===== config.mk =====
export PLATFORM = sky130hd
export DESIGN_NAME = modbus_register_remap
export DESIGN_NICKNAME = d
export VERILOG_FILES = /design/src/hw/remap_pkg.sv /design/src/hw/slot_table.sv /design/src/hw/modbus_register_remap.sv
export VERILOG_INCLUDE_DIRS = /design/src /design/src/hw
export SDC_FILE = /design/constraint.sdc
export NUM_CORES = 2
export LEC_CHECK = 0
export BUFFER_PORTS_ARGS = -buffer_cell sky130_fd_sc_hd__buf_2
export CAP_MARGIN = 20
export CORE_MARGIN = 2
export CORE_UTILIZATION = 45
export CTS_BUF_LIST = sky130_fd_sc_hd__clkbuf_8
export DETAILED_ROUTE_END_ITERATION = 12
export PLACE_DENSITY = 0.6
export SETUP_SLACK_MARGIN = 0.15
export SLEW_MARGIN = 10
export SYNTH_ARGS = -nofsm -noshare
export SYNTH_HDL_FRONTEND = slang
export SYNTH_SLANG_ARGS = --single-unit

===== constraint.sdc =====
create_clock -name sys_clk -period 6.7 [get_ports sys_clk]
set_input_delay 1.34 -clock sys_clk [delete_from_list [all_inputs] [get_ports sys_clk]]
set_output_delay 1.34 -clock sys_clk [all_outputs]
set_load 0.01 [all_outputs]

===== src/hw/remap_params.svh =====
// Constants for the register redirection unit: register numbers, field positions, timing.
// Assumes a 125 MHz system clock; included by the package users by bare name.
`ifndef REMAP_PARAMS_SVH
`define REMAP_PARAMS_SVH

`define SLOT_FIRST 16'h1389
`define SLOT_LAST 16'h13BA
`define SLOT_COUNT 50
`define REG_FREQ_CMD 16'h0706
`define REG_CMD_WORD 16'h0707
`define REG_ALARM_RESET 16'h070F
`define REG_OUT_FREQ 16'h080A
`define REG_OP_STATUS 16'h080F
`define ALARM_RESET_VALUE 16'h0001
`define CMD_FWD_BIT 0
`define CMD_REV_BIT 1
`define CMD_GP_LO 2
`define CMD_GP_HI 10
`define STAT_FWD_BIT 0
`define STAT_REV_BIT 1
`define STAT_FAULT_BIT 11
`define STAT_SUPPLY_BIT 5
`define STAT_REMOTE_BIT 12
`define REBOOT_TIME_S 30
`define CLK_HZ 125000000
`define REBOOT_CYCLES (64'(`REBOOT_TIME_S) * 64'(`CLK_HZ))
`define EXC_ILLEGAL_ADDR 8'h02

`endif


===== src/hw/remap_pkg.sv =====
// Types shared by the register redirection unit.
// Assumes nothing beyond a SystemVerilog compiler.
`default_nettype none
package remap_pkg;
  typedef enum logic [2:0] {
    ST_IDLE = 3'b000,
    ST_ACCESS = 3'b001,
    ST_WAIT = 3'b010,
    ST_DONE = 3'b011,
    ST_REJECT = 3'b100
  } bridge_state_t;

  typedef enum logic [1:0] {
    DRIVE_STOPPED = 2'b00,
    DRIVE_FORWARD = 2'b01,
    DRIVE_REVERSE = 2'b10,
    DRIVE_FAULTED = 2'b11
  } drive_state_t;
endpackage
`default_nettype wire


===== src/hw/slot_table.sv =====
// Fifty-entry redirection slot table, loaded only while boot loading is open.
// Assumes the loader presents one slot per cycle during boot.
`timescale 1ns/1ps
`default_nettype none
module slot_table #(
  parameter int SLOTS = 50
) (
  // Clock and reset
  input wire logic sys_clk,
  input wire logic reset,
  // Boot load
  input wire logic load_en,
  input wire logic [5:0] load_index,
  input wire logic [15:0] load_value,
  // Lookup
  input wire logic [5:0] read_index,
  output logic [15:0] read_value
);
  logic [15:0] slots [SLOTS];
  logic [15:0] next_slots [SLOTS];

  // Next table: writes only through the boot loader
  always_comb begin
    for (int i = 0; i < SLOTS; i++) begin
      next_slots[i] = slots[i];
    end
    if (load_en && (int'(load_index) < SLOTS)) begin
      next_slots[load_index] = load_value;
    end
  end

  // Table storage, cleared to all-unused on reset
  always_ff @(posedge sys_clk) begin
    for (int i = 0; i < SLOTS; i++) begin
      slots[i] <= reset ? 16'h0000 : next_slots[i];
    end
  end

  // Combinational lookup
  always_comb begin
    read_value = (int'(read_index) < SLOTS) ? slots[read_index] : 16'h0000;
  end
endmodule // slot_table
`default_nettype wire


===== src/hw/modbus_register_remap.sv =====
// Register redirection bridge between a Modbus/TCP request port and drive registers.
// Assumes the protocol engine delivers parsed requests and the drive port answers one word
// at a time with a done pulse; all inputs synchronous to sys_clk.
// How it works
// - Fifty slots occupy register numbers 5001 to 5050 for the network client.
// - Each slot holds a drive register number and client access goes to that register.
// - A slot holding zero drops writes and reads back zero.
// - Any non-slot register number passes straight to the drive, so both numbers reach it.
// - Multi-register reads and writes redirect each slot on its own in one transaction.
// - The table loads only at boot; a commit requests a device reset after thirty seconds.
// - A frequency setpoint is scaled and, if set while idle with no request, fault reset or keypad write pending, written to the frequency command register.
// - Nine input toggles drive bits 2 to 10 of the command word.
// - Forward sets bit 0 and clears bit 1, reverse the opposite, stop clears both.
// - A fault reset pressed while idle, with no request or keypad write pending, writes one to the alarm reset register whatever the command source.
// - Drive state is derived from operation status register bits.
// - Each status indicator follows its status word bit exactly.
// - Output frequency is taken from the drive_output_freq input, not read from the output frequency register.
`timescale 1ns/1ps
`default_nettype none
`include "remap_params.svh"
module modbus_register_remap #(
  parameter int SLOTS = `SLOT_COUNT,
  parameter longint REBOOT_CYCLES = `REBOOT_CYCLES,
  parameter logic [15:0] FREQ_SCALE = 16'h0064
) (
  // Clock and reset
  input wire logic sys_clk,
  input wire logic reset,
  // Boot load and commit
  input wire logic boot_load_en,
  input wire logic [5:0] boot_load_index,
  input wire logic [15:0] boot_load_value,
  input wire logic config_commit,
  output logic reboot_request,
  // Client request
  input wire logic req_valid,
  input wire logic req_write,
  input wire logic [15:0] req_start,
  input wire logic [7:0] req_quantity,
  input wire logic [15:0] req_wdata,
  output logic req_wnext,
  output logic [15:0] rsp_rdata,
  output logic rsp_rvalid,
  output logic rsp_done,
  output logic rsp_exception,
  output logic [7:0] rsp_exc_code,
  output logic busy,
  // Drive register port
  output logic drv_req,
  output logic drv_write,
  output logic [15:0] drv_addr,
  output logic [15:0] drv_wdata,
  input wire logic drv_done,
  input wire logic [15:0] drv_rdata,
  // Keypad controls
  input wire logic kp_set_freq,
  input wire logic [15:0] kp_freq_value,
  input wire logic kp_forward,
  input wire logic kp_reverse,
  input wire logic kp_stop,
  input wire logic kp_fault_reset,
  input wire logic [8:0] kp_general_inputs,
  // Keypad indications
  input wire logic [15:0] drive_status_word,
  input wire logic [15:0] drive_output_freq,
  output logic [15:0] status_leds,
  output remap_pkg::drive_state_t drive_state,
  output logic [15:0] output_freq_display
);
  // Slot decode, used for the range check and per-word redirection
  function automatic logic is_slot(input logic [15:0] num);
    is_slot = (num >= `SLOT_FIRST) && (num <= `SLOT_LAST);
  endfunction

  remap_pkg::bridge_state_t state, next_state;
  logic [15:0] cur_num, next_cur_num;
  logic [7:0] left, next_left;
  logic wr, next_wr;
  logic [15:0] slot_val;
  logic [5:0] slot_idx;
  logic [15:0] next_rsp_rdata;
  logic next_rsp_rvalid, next_rsp_done, next_rsp_exception, next_req_wnext;
  logic [7:0] next_rsp_exc_code;
  logic next_drv_req, next_drv_write;
  logic [15:0] next_drv_addr, next_drv_wdata;
  logic [1:0] kp_pending, next_kp_pending; // 0 none, 1 freq, 2 cmd word, 3 alarm reset
  logic [15:0] cmd_word, next_cmd_word, freq_cmd, next_freq_cmd;
  logic [63:0] reboot_cnt, next_reboot_cnt;
  logic reboot_armed, next_reboot_armed, next_reboot_request;
  logic [16:0] range_end;

  assign slot_idx = 6'(cur_num - `SLOT_FIRST);
  assign range_end = 17'(req_start) + 17'(req_quantity) - 17'h00001;

  slot_table #(.SLOTS(SLOTS)) table_u (
    .sys_clk(sys_clk),
    .reset(reset),
    .load_en(boot_load_en),
    .load_index(boot_load_index),
    .load_value(boot_load_value),
    .read_index(slot_idx),
    .read_value(slot_val)
  );

  // Keypad command word and pending drive writes
  always_comb begin
    next_cmd_word = cmd_word;
    next_freq_cmd = freq_cmd;
    next_kp_pending = kp_pending;
    next_cmd_word[`CMD_GP_HI:`CMD_GP_LO] = kp_general_inputs;
    if (kp_forward) begin
      next_cmd_word[`CMD_FWD_BIT] = 1'b1;
      next_cmd_word[`CMD_REV_BIT] = 1'b0;
    end else if (kp_reverse) begin
      next_cmd_word[`CMD_FWD_BIT] = 1'b0;
      next_cmd_word[`CMD_REV_BIT] = 1'b1;
    end else if (kp_stop) begin
      next_cmd_word[`CMD_FWD_BIT] = 1'b0;
      next_cmd_word[`CMD_REV_BIT] = 1'b0;
    end
    if (kp_set_freq) begin
      next_freq_cmd = 16'(kp_freq_value * FREQ_SCALE);
    end
    if (state == remap_pkg::ST_IDLE && !req_valid && kp_pending == 2'h0) begin
      if (kp_fault_reset) next_kp_pending = 2'd3;
      else if (kp_set_freq) next_kp_pending = 2'd1;
      else if (next_cmd_word != cmd_word) next_kp_pending = 2'd2;
    end else if (state == remap_pkg::ST_WAIT && drv_done && kp_pending != 2'h0 &&
                 left == 8'h00) begin
      next_kp_pending = 2'd0;
    end
  end

  // Bridge sequencer: one drive access per word, none for a zero slot, ascending
  always_comb begin
    next_state = state;
    next_cur_num = cur_num;
    next_left = left;
    next_wr = wr;
    next_rsp_rdata = rsp_rdata;
    next_rsp_rvalid = 1'b0;
    next_rsp_done = 1'b0;
    next_rsp_exception = 1'b0;
    next_rsp_exc_code = rsp_exc_code;
    next_req_wnext = 1'b0;
    next_drv_req = 1'b0;
    next_drv_write = drv_write;
    next_drv_addr = drv_addr;
    next_drv_wdata = drv_wdata;
    case (state)
      remap_pkg::ST_IDLE: begin
        if (req_valid) begin
          next_cur_num = req_start;
          next_left = req_quantity;
          next_wr = req_write;
          if (req_quantity == 8'h00 ||
              (is_slot(req_start) && range_end > 17'(`SLOT_LAST))) begin
            next_state = remap_pkg::ST_REJECT;
          end else begin
            next_state = remap_pkg::ST_ACCESS;
          end
        end else if (kp_pending != 2'd0) begin
          next_left = 8'h00;
          next_drv_req = 1'b1;
          next_drv_write = 1'b1;
          next_drv_addr = (kp_pending == 2'd3) ? `REG_ALARM_RESET :
                          (kp_pending == 2'd1) ? `REG_FREQ_CMD : `REG_CMD_WORD;
          next_drv_wdata = (kp_pending == 2'd3) ? `ALARM_RESET_VALUE :
                           (kp_pending == 2'd1) ? freq_cmd : cmd_word;
          next_state = remap_pkg::ST_WAIT;
        end
      end
      remap_pkg::ST_ACCESS: begin
        if (is_slot(cur_num) && slot_val == 16'h0000) begin
          next_rsp_rdata = 16'h0000;
          next_rsp_rvalid = !wr;
          next_req_wnext = wr;
          next_left = left - 8'h01;
          next_cur_num = cur_num + 16'h0001;
          next_state = (left == 8'h01) ? remap_pkg::ST_DONE : remap_pkg::ST_ACCESS;
        end else begin
          next_drv_req = 1'b1;
          next_drv_write = wr;
          next_drv_addr = is_slot(cur_num) ? slot_val : cur_num;
          next_drv_wdata = req_wdata;
          next_state = remap_pkg::ST_WAIT;
        end
      end
      remap_pkg::ST_WAIT: begin
        if (drv_done) begin
          if (left == 8'h00) begin
            next_state = remap_pkg::ST_IDLE;
          end else begin
            next_rsp_rdata = drv_rdata;
            next_rsp_rvalid = !wr;
            next_req_wnext = wr;
            next_left = left - 8'h01;
            next_cur_num = cur_num + 16'h0001;
            next_state = (left == 8'h01) ? remap_pkg::ST_DONE : remap_pkg::ST_ACCESS;
          end
        end
      end
      remap_pkg::ST_DONE: begin
        next_rsp_done = 1'b1;
        next_state = remap_pkg::ST_IDLE;
      end
      remap_pkg::ST_REJECT: begin
        next_rsp_done = 1'b1;
        next_rsp_exception = 1'b1;
        next_rsp_exc_code = `EXC_ILLEGAL_ADDR;
        next_state = remap_pkg::ST_IDLE;
      end
      default: next_state = remap_pkg::ST_IDLE;
    endcase
  end

  // Commit: hold reset request off for the reboot time, then pulse it
  always_comb begin
    next_reboot_armed = reboot_armed;
    next_reboot_cnt = reboot_cnt;
    next_reboot_request = 1'b0;
    if (config_commit && !reboot_armed) begin
      next_reboot_armed = 1'b1;
      next_reboot_cnt = 64'h0;
    end else if (reboot_armed) begin
      if (reboot_cnt >= 64'(REBOOT_CYCLES) - 64'h1) begin
        next_reboot_request = 1'b1;
        next_reboot_armed = 1'b0;
      end else begin
        next_reboot_cnt = reboot_cnt + 64'h1;
      end
    end
  end

  // Register all state
  always_ff @(posedge sys_clk) begin
    if (reset) begin
      state <= remap_pkg::ST_IDLE;
      cur_num <= 16'h0000;
      left <= 8'h00;
      wr <= 1'b0;
      rsp_rdata <= 16'h0000;
      rsp_rvalid <= 1'b0;
      rsp_done <= 1'b0;
      rsp_exception <= 1'b0;
      rsp_exc_code <= 8'h00;
      req_wnext <= 1'b0;
      drv_req <= 1'b0;
      drv_write <= 1'b0;
      drv_addr <= 16'h0000;
      drv_wdata <= 16'h0000;
      kp_pending <= 2'd0;
      cmd_word <= 16'h0000;
      freq_cmd <= 16'h0000;
      reboot_cnt <= 64'h0;
      reboot_armed <= 1'b0;
      reboot_request <= 1'b0;
      busy <= 1'b0;
      status_leds <= 16'h0000;
      drive_state <= remap_pkg::DRIVE_STOPPED;
      output_freq_display <= 16'h0000;
    end else begin
      state <= next_state;
      cur_num <= next_cur_num;
      left <= next_left;
      wr <= next_wr;
      rsp_rdata <= next_rsp_rdata;
      rsp_rvalid <= next_rsp_rvalid;
      rsp_done <= next_rsp_done;
      rsp_exception <= next_rsp_exception;
      rsp_exc_code <= next_rsp_exc_code;
      req_wnext <= next_req_wnext;
      drv_req <= next_drv_req;
      drv_write <= next_drv_write;
      drv_addr <= next_drv_addr;
      drv_wdata <= next_drv_wdata;
      kp_pending <= next_kp_pending;
      cmd_word <= next_cmd_word;
      freq_cmd <= next_freq_cmd;
      reboot_cnt <= next_reboot_cnt;
      reboot_armed <= next_reboot_armed;
      reboot_request <= next_reboot_request;
      busy <= (next_state != remap_pkg::ST_IDLE);
      status_leds <= drive_status_word;
      output_freq_display <= drive_output_freq;
      if (drive_status_word[`STAT_FAULT_BIT]) drive_state <= remap_pkg::DRIVE_FAULTED;
      else if (drive_status_word[`STAT_FWD_BIT]) drive_state <= remap_pkg::DRIVE_FORWARD;
      else if (drive_status_word[`STAT_REV_BIT]) drive_state <= remap_pkg::DRIVE_REVERSE;
      else drive_state <= remap_pkg::DRIVE_STOPPED;
    end
  end
endmodule // modbus_register_remap
`default_nettype wire


==> run metrics <==
vias in the first global route roughly 37000; skew final approximately 0.047 ns; drt first pass iters 5; Mapped Avg Cell Area 8.36 um2; fraction of registers with async set/reset 0%; Max Fanout on Critical Path 36; num ports ~250; first-pass GRT wire length between 200000 and 250000 um; CP max-delay cell ha_4; DRC Markers 0; EDFF count, synth 0; Wirelength per Cell ~20 um; DRT antenna net count 0; CTS H-tree depth 4; final number of setup-violating endpoints 0; Reg2Reg Setup Slack approximately 1.1 ns; Worst Path Required approximately 7.5 ns; worst slew pin tran about 1.1 ns; PwrDens between 200 and 300 nW/um2; Synth Instances between 5000 and 6000; placed cells between 6000 and 7000; Final Non-Filler Cells 7046; clock slew at reported path FFs 0.06 ns; Fin. Hold Viols 0; Filler Cell Count about 9700; status completed; PostCTS Resize Cnt 0; Area growth syn-to-layout 12.1%; FP Rows 116; DIE WIDTH about 320 um; Root Buffer clkbuf_8; Inserted Clock Buffers about 170; I/O Buffers around 240; hold slack final between 0.4 and 0.5 ns; register area share after synthesis 44.3%; initial detailed-routing violation count ~3700; clock tree sinks between 1000 and 1500; Post-CTS Setup Inserts 0; layout cell share with drive strength beyond 1 15.2%; core footprint roughly 100000 um2; Final HPWL DP ~90000 um; CP Buf/Inv Count 2; fin crit period 5.64 ns; crit path kind reg2reg; Final Max Tran Viols 0; Skew-Pair Late Insertion Delay around 0.86 ns; total congestion overflow 0; DIE AREA about 100000 um2; vias per inst 5.57; Total Neg Setup Slack 0 ns; Tcrit/Tclk final between 80% and 90%; worst-path cell chain inv_1 > ha_4 > buf_12 > mux4_2 > mux2i_1 > o22ai_1 > nand4bb_1 > nor4_1 > nand3b_1 > o21a_1 > nor2_1 > o221a_2; Crit path max-delay family simple AND/OR/NAND/NOR gates; crit path DAT approximately 6.4 ns; CTS tree done; total power 14.2 mW; fin nets 5781; final core occ around 50%; Die Y 323 um; CTS Buffer Depth 3; worst hold-check path type reg2reg; LEAKAGE 18.2 nW; Startpoint Class flop; fmax ~0.18 GHz; largest net degree at the start of global routing between 200 and 250; max cap viols 0; initial antenna violation count 9; Yosys warning total 0; global-route usage over all layers around 27%; worst vdd ir 0.190 mV; predominant post-synthesis flop cell dfxtp_1; CTS Hold Buffers Added 0; routability cong. roughly 1; RSZ-0062 raised after global routing false; register bit total from synthesis 1011; Vias 39241; Crit path largest cell delay ~0.82 ns; Slew headroom 25.6%; Post-Syn Area around 46000 um2; Initial Utilization a little under half; Routed Wire Length about 140000 um; Netlist cell types 84; crit path capture type flop
## placed cells by master, fill, tap and decap left out, drive strengths merged, types with 8 or more instances in the layout
cell type	Yosys	final
o311ai	9	9
fa	9	9
nand4	30	30
diode	0	8
nor4	24	24
and3	59	59
clkinv	0	12
nand2b	9	9
nor3b	10	10
inv	123	181
dfxtp	1011	1011
a211oi	10	10
ha	64	64
nand3	74	74
o32a	9	9
a21oi	859	859
o31ai	13	13
nor2	185	185
xor2	12	12
xnor2	44	44
a221oi	9	9
nand2	1740	1740
and2	11	11
or3	13	13
nor3	48	48
nor2b	50	50
o221ai	11	11
buf	85	362
nand3b	10	10
a22oi	11	11
a32o	18	18
o21ai	79	79
mux2i	97	97
mux2	26	26
o211ai	17	17
mux4	195	195
clkbuf	368	217
a31oi	10	10
## registers in the layout, indices dropped and copies added, names as in the netlist, 16 cells and up
name	count
drv_wdata	16
drv_addr	16
cur_num	16
output_freq_display	16
status_leds	16
reboot_cnt	64
table_u.slots	800
rsp_rdata	16
## path summary, 6_finish.rpt
| kind | cells past startpoint | end | from |
|---|---|---|---|
| setup / recovery | 12 | left[5]$_SDFFE_PP0P_ | cur_num[0]$_SDFFE_PP0P_ |
| hold / removal | 2 | table_u.slots[18][5]$_SDFFE_PP0P_ | table_u.slots[18][5]$_SDFFE_PP0P_ |
| hold reg to reg | 2 | table_u.slots[18][5]$_SDFFE_PP0P_ | table_u.slots[18][5]$_SDFFE_PP0P_ |
| setup reg to reg | 12 | left[5]$_SDFFE_PP0P_ | cur_num[0]$_SDFFE_PP0P_ |
## worst register-to-register path, cell delays in order, from the launching register on
cell and delay [ns]:
dfxtp_4 0.64, inv_1 0.25, ha_4 0.82, buf_12 0.27, mux4_2 0.38, mux2i_1 0.60, o22ai_1 0.19, nand4bb_1 0.41
nor4_1 0.49, nand3b_1 0.22, o21a_1 0.51, nor2_1 0.53, o221a_2 0.26
## metrics by stage
| step | setup slack, ns | instance area [um2] |
|---|---|---|
| global route | 0.826 | 51300 |
| CTS | 1.22 | 51200 |
| floorplan | 1.53 | 45800 |
| detailed placement | 1.25 | 47800 |
| finish | 1.06 | 51300 |
| global placement | 1.26 | 47800 |
## layout make-up
cell class / instances / area (um2) / share of cell area [%]
clock buffer: 217 / 2990 / 5.82
tap: 1357 / 1700 / 3.31
multi-input combinational: 3892 / 23200 / 45.2
inverter: 123 / 462 / 0.900
antenna: 8 / 20.0 / 0.0390
clock inverter: 76 / 424 / 0.827
timing repair buffer: 362 / 2240 / 4.37
sequential: 1011 / 20200 / 39.5
## logic make-up (layout without fill, tap and decap cells)
logic type	Yosys count	after routing	synth area share (%)
xor+xnor	56	56	1.07
buf+inv	576	778	5.22
simple gates	2298	2298	20.8
mux	318	318	12.4
fa+ha+maj	73	73	2.15
flops	1011	1011	44.3
compound gates	1140	1140	14.1
other cells	1	15	0.00820
## synthesized netlist by cell type (13+ instances only)
| master | count | area, um2 |
|---|---|---|
| a21oi_1 | 859 | 4300 |
| a32o_1 | 18 | 180 |
| and3_1 | 59 | 369 |
| buf_1 | 23 | 86.3 |
| buf_2 | 28 | 140 |
| buf_4 | 17 | 128 |
| buf_6 | 17 | 191 |
| clkbuf_1 | 368 | 1380 |
| dfxtp_1 | 1011 | 20200 |
| ha_1 | 64 | 801 |
| inv_1 | 123 | 462 |
| mux2_2 | 26 | 293 |
| mux2i_1 | 97 | 971 |
| mux4_2 | 195 | 4390 |
| nand2_1 | 1739 | 6530 |
| nand3_1 | 72 | 360 |
| nand4_1 | 30 | 188 |
| nor2_1 | 184 | 691 |
| nor2b_1 | 50 | 313 |
| nor3_1 | 48 | 240 |
| nor4_1 | 23 | 144 |
| o211ai_1 | 17 | 128 |
| o21ai_0 | 68 | 340 |
| or3_1 | 13 | 81.3 |
| xnor2_1 | 44 | 385 |
## routing by layer
layer  routed length [um]  GRT usage (%)  vias up
li1                     -              -    18838
met1                61800           36.2    18750
met2                65900           43.3     1405
met3                11800           5.86      246
met4                 4240           9.44        2
met5                   13              0        -
## power breakdown
group,switching (mW),internal [mW],total [mW]
Sequential,0.123,6.13,6.25
Combinational,1.60,0.869,2.47
Clock,2.55,2.97,5.52
Note: power is estimated with default switching activity, not from simulation.
